===== src/verilog/pld_params.svh =====
// Constants shared by the macrocell array: counts, pin positions, reset values.
// Assumes it is included by bare name wherever these constants are used.
`ifndef PLD_PARAMS_SVH
`define PLD_PARAMS_SVH

// ----------------------------------------------------------------------------
// Array shape
// ----------------------------------------------------------------------------
`define CELL_COUNT 8
`define PT_PER_CELL 8
`define INPUT_PINS 8
`define ARRAY_COLS 16
`define FB_COL_BASE 8

// ----------------------------------------------------------------------------
// Pin positions (cell 0 is pin 12, cell 7 is pin 19)
// ----------------------------------------------------------------------------
`define SLEEP_PIN_INDEX 2
`define OUTER_LO_CELL 0
`define OUTER_HI_CELL 7
`define CENTRE_LO_CELL 3
`define CENTRE_HI_CELL 4
`define OE_TERM 0

// ----------------------------------------------------------------------------
// Reset values
// ----------------------------------------------------------------------------
`define REG_RESET_VALUE 1'b0
`define OE_N_RESET_VALUE 1'b1
`define PIN_RESET_VALUE 1'b0

`endif


===== src/verilog/pld_pkg.sv =====
// Types shared by the macrocell array and its cells.
// Assumes pld_params.svh is on the include path.
`include "pld_params.svh"

package pld_pkg;

	// ------------------------------------------------------------------------
	// Modes and cell kinds
	// ------------------------------------------------------------------------
	typedef enum logic [1:0] {
		MODE_REGISTERED = 2'h0,
		MODE_COMPLEX = 2'h1,
		MODE_SIMPLE = 2'h2
	} arch_mode_t;

	typedef enum logic [1:0] {
		CELL_INPUT = 2'h0,
		CELL_COMB = 2'h1,
		CELL_REG = 2'h2
	} cell_kind_t;

	typedef struct packed {
		cell_kind_t kind;
		logic invert;
	} cell_cfg_t;

	// ------------------------------------------------------------------------
	// Synchronised pin levels and sleep states
	// ------------------------------------------------------------------------
	typedef struct packed {
		logic clk;
		logic oe_n;
		logic [`INPUT_PINS-1:0] dedicated;
		logic [`CELL_COUNT-1:0] io;
	} pin_sample_t;

	typedef enum logic [1:0] {
		ST_AWAKE = 2'b01,
		ST_ASLEEP = 2'b10
	} sleep_state_t;

endpackage


===== src/verilog/pld_macrocell_mode_config.sv =====
// Eight-macrocell output block with three architecture modes and a sleep pin.
// Assumes the AND-array lives outside on ref_clk_i: it reads array_in_o and returns pterm_i.
// What this block does
// - Registered mode: pin 1 clock, pin 11 enable.
// - Complex mode: pins 1, 11 borrow outer feedback.
// - Simple mode: centre cells always-on outputs, no feedback.
// - Registered mode cells: registered, combinatorial or input.
// - Registered cell: enable pin, clock pin, eight terms.
// - Combinatorial cell: term enable, seven terms.
// - Input cell never drives its pin, except a centre cell in simple mode.
// - Complex mode: pins 13-18 feed back pin levels.
// - Complex mode: pins 12, 19 output only.
// - Complex mode: seven terms plus term enable.
// - Simple mode: eight terms, no term enable.
// - Simple mode: other cells input or output.
// - Complex and simple: pins 1, 11 are inputs.
// - Sleep option removes pin 4 from array.
// - Sleeping holds outputs, state, ignores inputs.
// - Registers clear low, registered pins read high.
`timescale 1ns/1ps
`include "pld_params.svh"

module pld_macrocell_mode_config
	import pld_pkg::*;
(
	input wire logic ref_clk_i,
	input wire logic rst_n_i,
	input wire arch_mode_t macrocell_architecture_mode_i,
	input wire cell_cfg_t [`CELL_COUNT-1:0] cell_cfg_i,
	input wire logic sleep_enable_i,
	input wire logic clk_pin_i,
	input wire logic oe_n_pin_i,
	input wire logic [`INPUT_PINS-1:0] dedicated_pin_i,
	input wire logic [`CELL_COUNT-1:0] io_pin_i,
	output logic [`CELL_COUNT-1:0] io_pin_o,
	output logic [`CELL_COUNT-1:0] io_pin_oe_n_o,
	output logic [`ARRAY_COLS-1:0] array_in_o,
	input wire logic [`CELL_COUNT-1:0][`PT_PER_CELL-1:0] pterm_i,
	output logic asleep_o
);

	// ------------------------------------------------------------------------
	// Pin synchronisers
	// ------------------------------------------------------------------------
	pin_sample_t sync1;
	pin_sample_t sampled;
	pin_sample_t next_sync1;
	pin_sample_t next_sampled;

	always_comb begin
		next_sync1.clk = clk_pin_i;
		next_sync1.oe_n = oe_n_pin_i;
		next_sync1.dedicated = dedicated_pin_i;
		next_sync1.io = io_pin_i;
		next_sampled = sync1;
	end

	always_ff @(posedge ref_clk_i or negedge rst_n_i) begin
		if (!rst_n_i) begin
			sync1 <= '0;
			sampled <= '0;
		end else begin
			sync1 <= next_sync1;
			sampled <= next_sampled;
		end
	end

	// ------------------------------------------------------------------------
	// Sleep control
	// ------------------------------------------------------------------------
	sleep_state_t state;
	sleep_state_t next_state;
	logic sleep_control_pin;
	logic hold;

	assign sleep_control_pin = sampled.dedicated[`SLEEP_PIN_INDEX];
	assign hold = (state == ST_ASLEEP);
	assign asleep_o = hold;

	always_comb begin
		next_state = state;
		case (state)
			ST_AWAKE: begin
				if (sleep_enable_i && sleep_control_pin) begin
					next_state = ST_ASLEEP;
				end
			end
			ST_ASLEEP: begin
				if (!(sleep_enable_i && sleep_control_pin)) begin
					next_state = ST_AWAKE;
				end
			end
			default: begin
				next_state = ST_AWAKE;
			end
		endcase
	end

	always_ff @(posedge ref_clk_i or negedge rst_n_i) begin
		if (!rst_n_i) begin
			state <= ST_AWAKE;
		end else begin
			state <= next_state;
		end
	end

	// ------------------------------------------------------------------------
	// Common clock edge
	// ------------------------------------------------------------------------
	// The previous level keeps tracking while asleep, so an edge seen during sleep is dropped, not deferred.
	logic clk_prev;
	logic next_clk_prev;
	logic capture;
	logic registered_mode;

	assign registered_mode = (macrocell_architecture_mode_i == MODE_REGISTERED);
	assign capture = sampled.clk && !clk_prev && !hold && registered_mode;

	always_comb begin
		next_clk_prev = sampled.clk;
	end

	always_ff @(posedge ref_clk_i or negedge rst_n_i) begin
		if (!rst_n_i) begin
			clk_prev <= 1'b0;
		end else begin
			clk_prev <= next_clk_prev;
		end
	end

	// ------------------------------------------------------------------------
	// Macrocells
	// ------------------------------------------------------------------------
	logic [`CELL_COUNT-1:0] cell_data;
	logic [`CELL_COUNT-1:0] cell_oe_n;
	logic [`CELL_COUNT-1:0] cell_q;

	genvar c;
	generate
		for (c = 0; c < `CELL_COUNT; c = c + 1) begin : g_cell
			pld_macrocell #(
				.CENTRE((c == `CENTRE_LO_CELL) || (c == `CENTRE_HI_CELL))
			) u_cell (
				.ref_clk_i(ref_clk_i),
				.rst_n_i(rst_n_i),
				.mode_i(macrocell_architecture_mode_i),
				.cfg_i(cell_cfg_i[c]),
				.pterm_i(pterm_i[c]),
				.capture_i(capture),
				.oe_pin_n_i(sampled.oe_n),
				.data_o(cell_data[c]),
				.oe_n_o(cell_oe_n[c]),
				.q_o(cell_q[c])
			);
		end
	endgenerate

	// ------------------------------------------------------------------------
	// Array input routing
	// ------------------------------------------------------------------------
	logic [`ARRAY_COLS-1:0] next_array_in;

	always_comb begin
		next_array_in = array_in_o;
		if (!hold) begin
			next_array_in[`INPUT_PINS-1:0] = sampled.dedicated;
			if (sleep_enable_i) begin
				next_array_in[`SLEEP_PIN_INDEX] = 1'b0;
			end
			for (int i = 0; i < `CELL_COUNT; i++) begin
				next_array_in[`FB_COL_BASE+i] = sampled.io[i];
				case (macrocell_architecture_mode_i)
					MODE_COMPLEX: begin
						if (i == `OUTER_HI_CELL) begin
							next_array_in[`FB_COL_BASE+i] = sampled.clk;
						end else if (i == `OUTER_LO_CELL) begin
							next_array_in[`FB_COL_BASE+i] = sampled.oe_n;
						end
					end
					MODE_SIMPLE: begin
						if (i == `CENTRE_HI_CELL) begin
							next_array_in[`FB_COL_BASE+i] = sampled.clk;
						end else if (i == `CENTRE_LO_CELL) begin
							next_array_in[`FB_COL_BASE+i] = sampled.oe_n;
						end
					end
					default: begin
						if (cell_cfg_i[i].kind == CELL_REG) begin
							next_array_in[`FB_COL_BASE+i] = cell_q[i];
						end
					end
				endcase
			end
		end
	end

	always_ff @(posedge ref_clk_i or negedge rst_n_i) begin
		if (!rst_n_i) begin
			array_in_o <= '0;
		end else begin
			array_in_o <= next_array_in;
		end
	end

	// ------------------------------------------------------------------------
	// Pin drivers
	// ------------------------------------------------------------------------
	logic [`CELL_COUNT-1:0] next_io_pin;
	logic [`CELL_COUNT-1:0] next_io_oe_n;

	always_comb begin
		next_io_pin = io_pin_o;
		next_io_oe_n = io_pin_oe_n_o;
		if (!hold) begin
			next_io_pin = cell_data;
			next_io_oe_n = cell_oe_n;
		end
	end

	always_ff @(posedge ref_clk_i or negedge rst_n_i) begin
		if (!rst_n_i) begin
			io_pin_o <= {`CELL_COUNT{`PIN_RESET_VALUE}};
			io_pin_oe_n_o <= {`CELL_COUNT{`OE_N_RESET_VALUE}};
		end else begin
			io_pin_o <= next_io_pin;
			io_pin_oe_n_o <= next_io_oe_n;
		end
	end

	// ------------------------------------------------------------------------
	// Checks
	// ------------------------------------------------------------------------
	property p_sleep_hold;
		@(posedge ref_clk_i) disable iff (!rst_n_i)
		hold |=> ($stable(io_pin_o) && $stable(io_pin_oe_n_o) && $stable(array_in_o));
	endproperty
	a_sleep_hold: assert property (p_sleep_hold) else $error("outputs moved while asleep");

	property p_sleep_no_edge;
		@(posedge ref_clk_i) disable iff (!rst_n_i)
		hold |=> $stable(cell_q);
	endproperty
	a_sleep_no_edge: assert property (p_sleep_no_edge) else $error("register moved while asleep");

	property p_sleep_pin_removed;
		@(posedge ref_clk_i) disable iff (!rst_n_i)
		(sleep_enable_i && !hold) |=> (array_in_o[`SLEEP_PIN_INDEX] == 1'b0);
	endproperty
	a_sleep_pin_removed: assert property (p_sleep_pin_removed) else $error("sleep pin reached the array");

	property p_complex_borrow;
		@(posedge ref_clk_i) disable iff (!rst_n_i)
		(macrocell_architecture_mode_i == MODE_COMPLEX && !hold) |=>
			(array_in_o[`FB_COL_BASE+`OUTER_HI_CELL] == $past(sampled.clk)) &&
			(array_in_o[`FB_COL_BASE+`OUTER_LO_CELL] == $past(sampled.oe_n));
	endproperty
	a_complex_borrow: assert property (p_complex_borrow) else $error("pins 1 and 11 not on outer columns");

	property p_complex_inner_fb;
		@(posedge ref_clk_i) disable iff (!rst_n_i)
		(macrocell_architecture_mode_i == MODE_COMPLEX && !hold) |=>
			(array_in_o[`FB_COL_BASE+`CENTRE_LO_CELL] == $past(sampled.io[`CENTRE_LO_CELL]));
	endproperty
	a_complex_inner_fb: assert property (p_complex_inner_fb) else $error("inner pin level not fed back");

	property p_simple_centre;
		@(posedge ref_clk_i) disable iff (!rst_n_i)
		(macrocell_architecture_mode_i == MODE_SIMPLE && !hold) |=>
			(!io_pin_oe_n_o[`CENTRE_LO_CELL] && !io_pin_oe_n_o[`CENTRE_HI_CELL]);
	endproperty
	a_simple_centre: assert property (p_simple_centre) else $error("centre pin not driven");

	property p_reg_enable;
		@(posedge ref_clk_i) disable iff (!rst_n_i)
		(registered_mode && cell_cfg_i[0].kind == CELL_REG && !hold) |=>
			(io_pin_oe_n_o[0] == $past(sampled.oe_n));
	endproperty
	a_reg_enable: assert property (p_reg_enable) else $error("registered pin ignores enable pin");

	property p_reg_out_inverted;
		@(posedge ref_clk_i) disable iff (!rst_n_i)
		(registered_mode && cell_cfg_i[0].kind == CELL_REG && !hold) |=> (io_pin_o[0] == ~$past(cell_q[0]));
	endproperty
	a_reg_out_inverted: assert property (p_reg_out_inverted) else $error("registered pin not inverted register");

	// The expected sum is rebuilt from the terms, so a broken capture path cannot hide behind its own strobe.
	logic cell0_sum;
	assign cell0_sum = (|pterm_i[0]) ^ cell_cfg_i[0].invert;

	property p_edge_capture;
		@(posedge ref_clk_i) disable iff (!rst_n_i)
		(registered_mode && !hold && sampled.clk && !clk_prev && cell_cfg_i[0].kind == CELL_REG) |=>
			(cell_q[0] == $past(cell0_sum));
	endproperty
	a_edge_capture: assert property (p_edge_capture) else $error("rising clock pin edge not captured");

endmodule


===== src/verilog/pld_macrocell.sv =====
// One output macrocell: sum term, register, output enable choice.
// Assumes synchronised pin levels and a one-cycle capture pulse from its parent.
`timescale 1ns/1ps
`include "pld_params.svh"

module pld_macrocell
	import pld_pkg::*;
#(
	parameter bit CENTRE = 1'b0
) (
	input wire logic ref_clk_i,
	input wire logic rst_n_i,
	input wire arch_mode_t mode_i,
	input wire cell_cfg_t cfg_i,
	input wire logic [`PT_PER_CELL-1:0] pterm_i,
	input wire logic capture_i,
	input wire logic oe_pin_n_i,
	output logic data_o,
	output logic oe_n_o,
	output logic q_o
);

	// ------------------------------------------------------------------------
	// Sum terms and output enable
	// ------------------------------------------------------------------------
	logic sum_full;
	logic sum_short;
	logic next_q;

	assign sum_full = (|pterm_i) ^ cfg_i.invert;
	assign sum_short = (|pterm_i[`PT_PER_CELL-1:`OE_TERM+1]) ^ cfg_i.invert;

	always_comb begin
		data_o = `PIN_RESET_VALUE;
		oe_n_o = `OE_N_RESET_VALUE;
		case (mode_i)
			MODE_COMPLEX: begin
				if (cfg_i.kind != CELL_INPUT) begin
					data_o = sum_short;
					oe_n_o = ~pterm_i[`OE_TERM];
				end
			end
			MODE_SIMPLE: begin
				if (CENTRE || cfg_i.kind != CELL_INPUT) begin
					data_o = sum_full;
					oe_n_o = 1'b0;
				end
			end
			default: begin
				case (cfg_i.kind)
					CELL_REG: begin
						// common enable pin
						// Registered pins show the inverted register, so a cleared register reads high.
						data_o = ~q_o;
						oe_n_o = oe_pin_n_i;
					end
					CELL_COMB: begin
						data_o = sum_short;
						oe_n_o = ~pterm_i[`OE_TERM];
					end
					default: begin
						oe_n_o = 1'b1;
					end
				endcase
			end
		endcase
	end

	// ------------------------------------------------------------------------
	// Register
	// ------------------------------------------------------------------------
	always_comb begin
		next_q = q_o;
		if (capture_i && mode_i == MODE_REGISTERED && cfg_i.kind == CELL_REG) begin
			next_q = sum_full;
		end
	end

	always_ff @(posedge ref_clk_i or negedge rst_n_i) begin
		if (!rst_n_i) begin
			q_o <= `REG_RESET_VALUE;
		end else begin
			q_o <= next_q;
		end
	end

	// ------------------------------------------------------------------------
	// Checks
	// ------------------------------------------------------------------------
	property p_reg_capture;
		@(posedge ref_clk_i) disable iff (!rst_n_i)
		(capture_i && mode_i == MODE_REGISTERED && cfg_i.kind == CELL_REG) |=> (q_o == $past(sum_full));
	endproperty
	a_reg_capture: assert property (p_reg_capture) else $error("register missed its capture");

	property p_reg_hold;
		@(posedge ref_clk_i) disable iff (!rst_n_i)
		(!capture_i) |=> $stable(q_o);
	endproperty
	a_reg_hold: assert property (p_reg_hold) else $error("register changed without an edge");

	property p_complex_oe;
		@(posedge ref_clk_i) disable iff (!rst_n_i)
		(mode_i == MODE_COMPLEX && cfg_i.kind != CELL_INPUT) |-> (oe_n_o == ~pterm_i[`OE_TERM]) && (data_o == sum_short);
	endproperty
	a_complex_oe: assert property (p_complex_oe) else $error("complex cell enable or sum wrong");

	property p_simple_drive;
		@(posedge ref_clk_i) disable iff (!rst_n_i)
		(mode_i == MODE_SIMPLE && (CENTRE || cfg_i.kind != CELL_INPUT)) |-> (!oe_n_o && data_o == sum_full);
	endproperty
	a_simple_drive: assert property (p_simple_drive) else $error("simple cell not driving its sum");

	property p_input_off;
		@(posedge ref_clk_i) disable iff (!rst_n_i)
		(cfg_i.kind == CELL_INPUT && !(mode_i == MODE_SIMPLE && CENTRE)) |-> oe_n_o;
	endproperty
	a_input_off: assert property (p_input_off) else $error("input cell drives its pin");

endmodule


===== config.mk =====
export PLATFORM = sky130hd
export DESIGN_NAME = pld_macrocell_mode_config
export DESIGN_NICKNAME = d
export VERILOG_FILES = /design/src/verilog/pld_pkg.sv /design/src/verilog/pld_macrocell_mode_config.sv /design/src/verilog/pld_macrocell.sv
export VERILOG_INCLUDE_DIRS = /design/src /design/src/verilog
export SDC_FILE = /design/constraint.sdc
export NUM_CORES = 1
export LEC_CHECK = 0
export ABC_AREA = 1
export BUFFER_PORTS_ARGS = -buffer_cell sky130_fd_sc_hd__buf_4
export CAP_MARGIN = 10
export CORE_ASPECT_RATIO = 2
export CORE_MARGIN = 1
export CORE_UTILIZATION = 40
export DETAILED_ROUTE_END_ITERATION = 12
export PLACE_DENSITY = 0.7
export SKIP_LAST_GASP = 1
export SLEW_MARGIN = 0
export SYNTH_ARGS = -nofsm -noshare
export SYNTH_HDL_FRONTEND = slang
export SYNTH_SLANG_ARGS = --single-unit

===== constraint.sdc =====
create_clock -name ref_clk_i -period 1.4 [get_ports ref_clk_i]
set_input_delay 0.21 -clock ref_clk_i [delete_from_list [all_inputs] [get_ports ref_clk_i]]
set_output_delay 0.21 -clock ref_clk_i [all_outputs]
set_load 0.01 [all_outputs]

==> impl_metrics.tcl <==
set metrics [dict create \
    slew_violations 0 \
    seq_area_frac_synth_pct 45.3 \
    hold_path_class "primary input to flip-flop" \
    grt_use_total_pct 21.7 \
    yosys_warnings 0 \
    cp.required_ns 1.19 \
    htreeDepth 3 \
    p_comb_share_pct 21.0 \
    worst-r2r-cell-count 6 \
    synthAdderAreaFrac_pct 7.70 \
    p_leak_uw 0.00322 \
    synth_nets 713 \
    diodes 0 \
    synth-main-ff-cell "dfrtp_1" \
    hpwlAfterDp_mm 9.17 \
    cp-startpoint "state[0]" \
    die-area_um2 11400 \
    internal_power_uw 4450 \
    vias 4403 \
    ys_ff_latch 79 \
    setup_tns_ns 0 \
    initial_core_util_pct 41.3 \
    reg2reg_slack_ns 0.05 \
    areaGrowthSynthToFinish_pct 42.0 \
    max-slew-margin-rel_pct 69.0 \
    postSynthCellCount 575 \
    rsz0062_at_grt "yes" \
    place_congestion 0.901 \
    pwr-share-clk_pct 35.6 \
    viasPerCell 4.90 \
    p_total_uw 6070 \
    firstDrtPassIters 4 \
    synth.area.top_cells "dfrtp_1 40%, nand2_1 14%, nor2_1 8.6%" \
    setup_viol 0 \
    drv_cap 0 \
    post-synth-top-count-cell "nand2_1" \
    hold_ws_ns 0.154 \
    clk_pin_slew_ns 0.05 \
    synth_top_family_by_area "simple AND/OR/NAND/NOR gates" \
    avgSynthCellArea_um2 7.63 \
    port_buffers 143 \
    antenna_found_initial 0 \
    synth_compound_area_share_pct 9.27 \
    status "completed" \
    numCtsBuffers 9 \
    cts_sinks 79 \
    drt_wl_total_mm 12.2 \
    coreArea_um2 10600 \
    irDropWorstVdd_v 0.000972 \
    clockRootBuffer "clkbuf_16" \
    stdcell_count 898 \
    final_util_pct 58.7 \
    synth_xor_area_share_pct 0 \
    synth_mux_area_share_pct 0 \
    startpoint_type "flip-flop" \
    min_path_cells 3 \
    power_frac_seq_pct 43.4 \
    die_h_um 150 \
    reg2reg_from "state[0]" \
    grt_pass1_vias 4561 \
    clockBufferDepth 2 \
    max_clock_freq_mhz 725 \
    worst_clock_skew_ns 0.00746 \
    crit_type "flip-flop to output port" \
    hold_end "state[1]" \
    finalNetCount 894 \
    fin_crit_ns 1.38 \
    wl_per_cell_um 13.6 \
    synthSimpleGateAreaFrac_pct 29.3 \
    crit_slowest_cell "dfstp_2" \
    yosys.area.top_type_share_pct 39.9 \
    worst_pin_slew_ns 0.465 \
    drt_iter0_markers 155 \
    finalHoldViolations 0 \
    drc 0 \
    fillCellCount 1010 \
    reg2reg_to "g_cell[4].u_cell.q_o" \
    crit_path_max_fanout 2 \
    grt_max_degree 31 \
    switching_power_uw 1610 \
    yosys.area.top_type "dfrtp_1" \
    drtAntennaViolNets 0 \
    synth_cell_types 28 \
    crit_chain "nor2_2, buf_8, buf_4" \
    grt_pass1_wl_mm 19.4 \
    powerDensity_nw_per_um2 975 \
    chipWidth_um 76.0 \
    max_stage_delay_ns 0.53 \
    layout-drive-gt1-share_pct 26.3 \
    synth-edff-count 0 \
    async_flop_share_pct 100 \
    dp.cells 860 \
    min_from "sleep_enable_i" \
    cts_tree "built" \
    ios 144 \
    synth.cell_area_um2 4390 \
    finalCritPeriodShare_pct 98.5 \
    overflow 0 \
    switching_share_pct 26.6 \
    cp.arrival_ns 1.17 \
    rows 53 \
    clkLatencyLatePin_ns 0.33 \
    critPathCaptureType "output port" \
    synth_commonest_cells "160 x nand2_1, 101 x nor2_1, 70 x dfrtp_1" \
]
cells by family after synthesis:
kind of cell / Yosys count
DFF: 79
adders and majority gates: 27
and+or+nand+nor: 316
buffers and inverters: 82
AOI/OAI and AO/OA: 71
cell usage in the layout (no fill, tap or decap), drive strengths merged:
| cell type | instances |
|---|---|
| buf | 164 |
| nand2 | 160 |
| nor2 | 103 |
| dfrtp | 70 |
| inv | 68 |
| o21ai | 42 |
| nand3 | 36 |
| ha | 27 |
| dlygate4sd3 | 19 |
| clkbuf | 15 |
| a31oi | 10 |
| dfstp | 9 |
| nor3 | 7 |
| and2 | 6 |
| o31ai | 6 |
| a21oi | 6 |
| o211ai | 3 |
| nand4 | 3 |
| or2 | 2 |
| a41oi | 2 |
| o22ai | 1 |
| a32oi | 1 |
| clkinv | 1 |
power by group through the flow:
stage	combinational [uW]	sequential [uW]	clock, uW
after floorplan	504	2700	0
after global placement	1180	2670	0
after global routing	1420	2660	2270
after detailed placement	1210	2670	0
final	1270	2640	2160
after CTS	1270	2640	2190
worst max path at each step:
stage | end | cells after the start
after floorplan | io_pin_o[4] | 8
after global placement | io_pin_oe_n_o[7] | 7
after detailed placement | io_pin_oe_n_o[7] | 7
after CTS | array_in_o[14] | 6
after global routing | asleep_o | 3
final | asleep_o | 3
per-layer routing:
layer  vias to the layer above  wire, um  global-route usage [%]
met2                       131      6930                    43.3
met5                         -         0                       0
met1                      2072      4330                    21.0
li1                       2183         -                       -
met4                         0       257                    9.23
met3                        17       677                    4.57
critical path, delay by kind of cell, from the launching register on:
kind	cells	cell delay, ns
buffers and inverters	2	0.25
flip-flops	1	0.53
AND/OR/NAND/NOR	1	0.06
area by class of cell:
class	count	area [um^2]	area share, %
clock buffer	15	268	4.30
timing repair buffer	183	1470	23.6
inverter	68	260	4.18
tap	137	171	2.75
multi-input combinational	415	2070	33.2
sequential	79	1990	31.9
clock inverter	1	5.00	0.0804
sequential cells by signal, indices dropped and copies added (netlist names):
name,cells
io_pin_oe_n_o,8
sampled,17
g_cell.u_cell.q_o,8
state,2
clk_prev,1
next_clk_prev,1
array_in_o,16
next_sampled,18
io_pin_o,8
metrics by stage:
stage                     cell area [um^2]  setup WS (ns)
after detailed placement              5700         -0.105
final                                 6230         0.0205
after floorplan                       4390          0.137
after global placement                5700        -0.0201
after CTS                             6200        0.00818
after global routing                  6230       -0.00447
timing repair:
action / CTS / global route
buffers inserted: 1 / 1
pin swaps: 0 / 1
gates cloned: 1 / 0
hold endpoints to repair: 35 / 0
resized for setup: 3 / 6
hold buffers: 19 / 0
endpoints found under the setup margin: 4 / 12
Power figures use the tool's default switching activity.
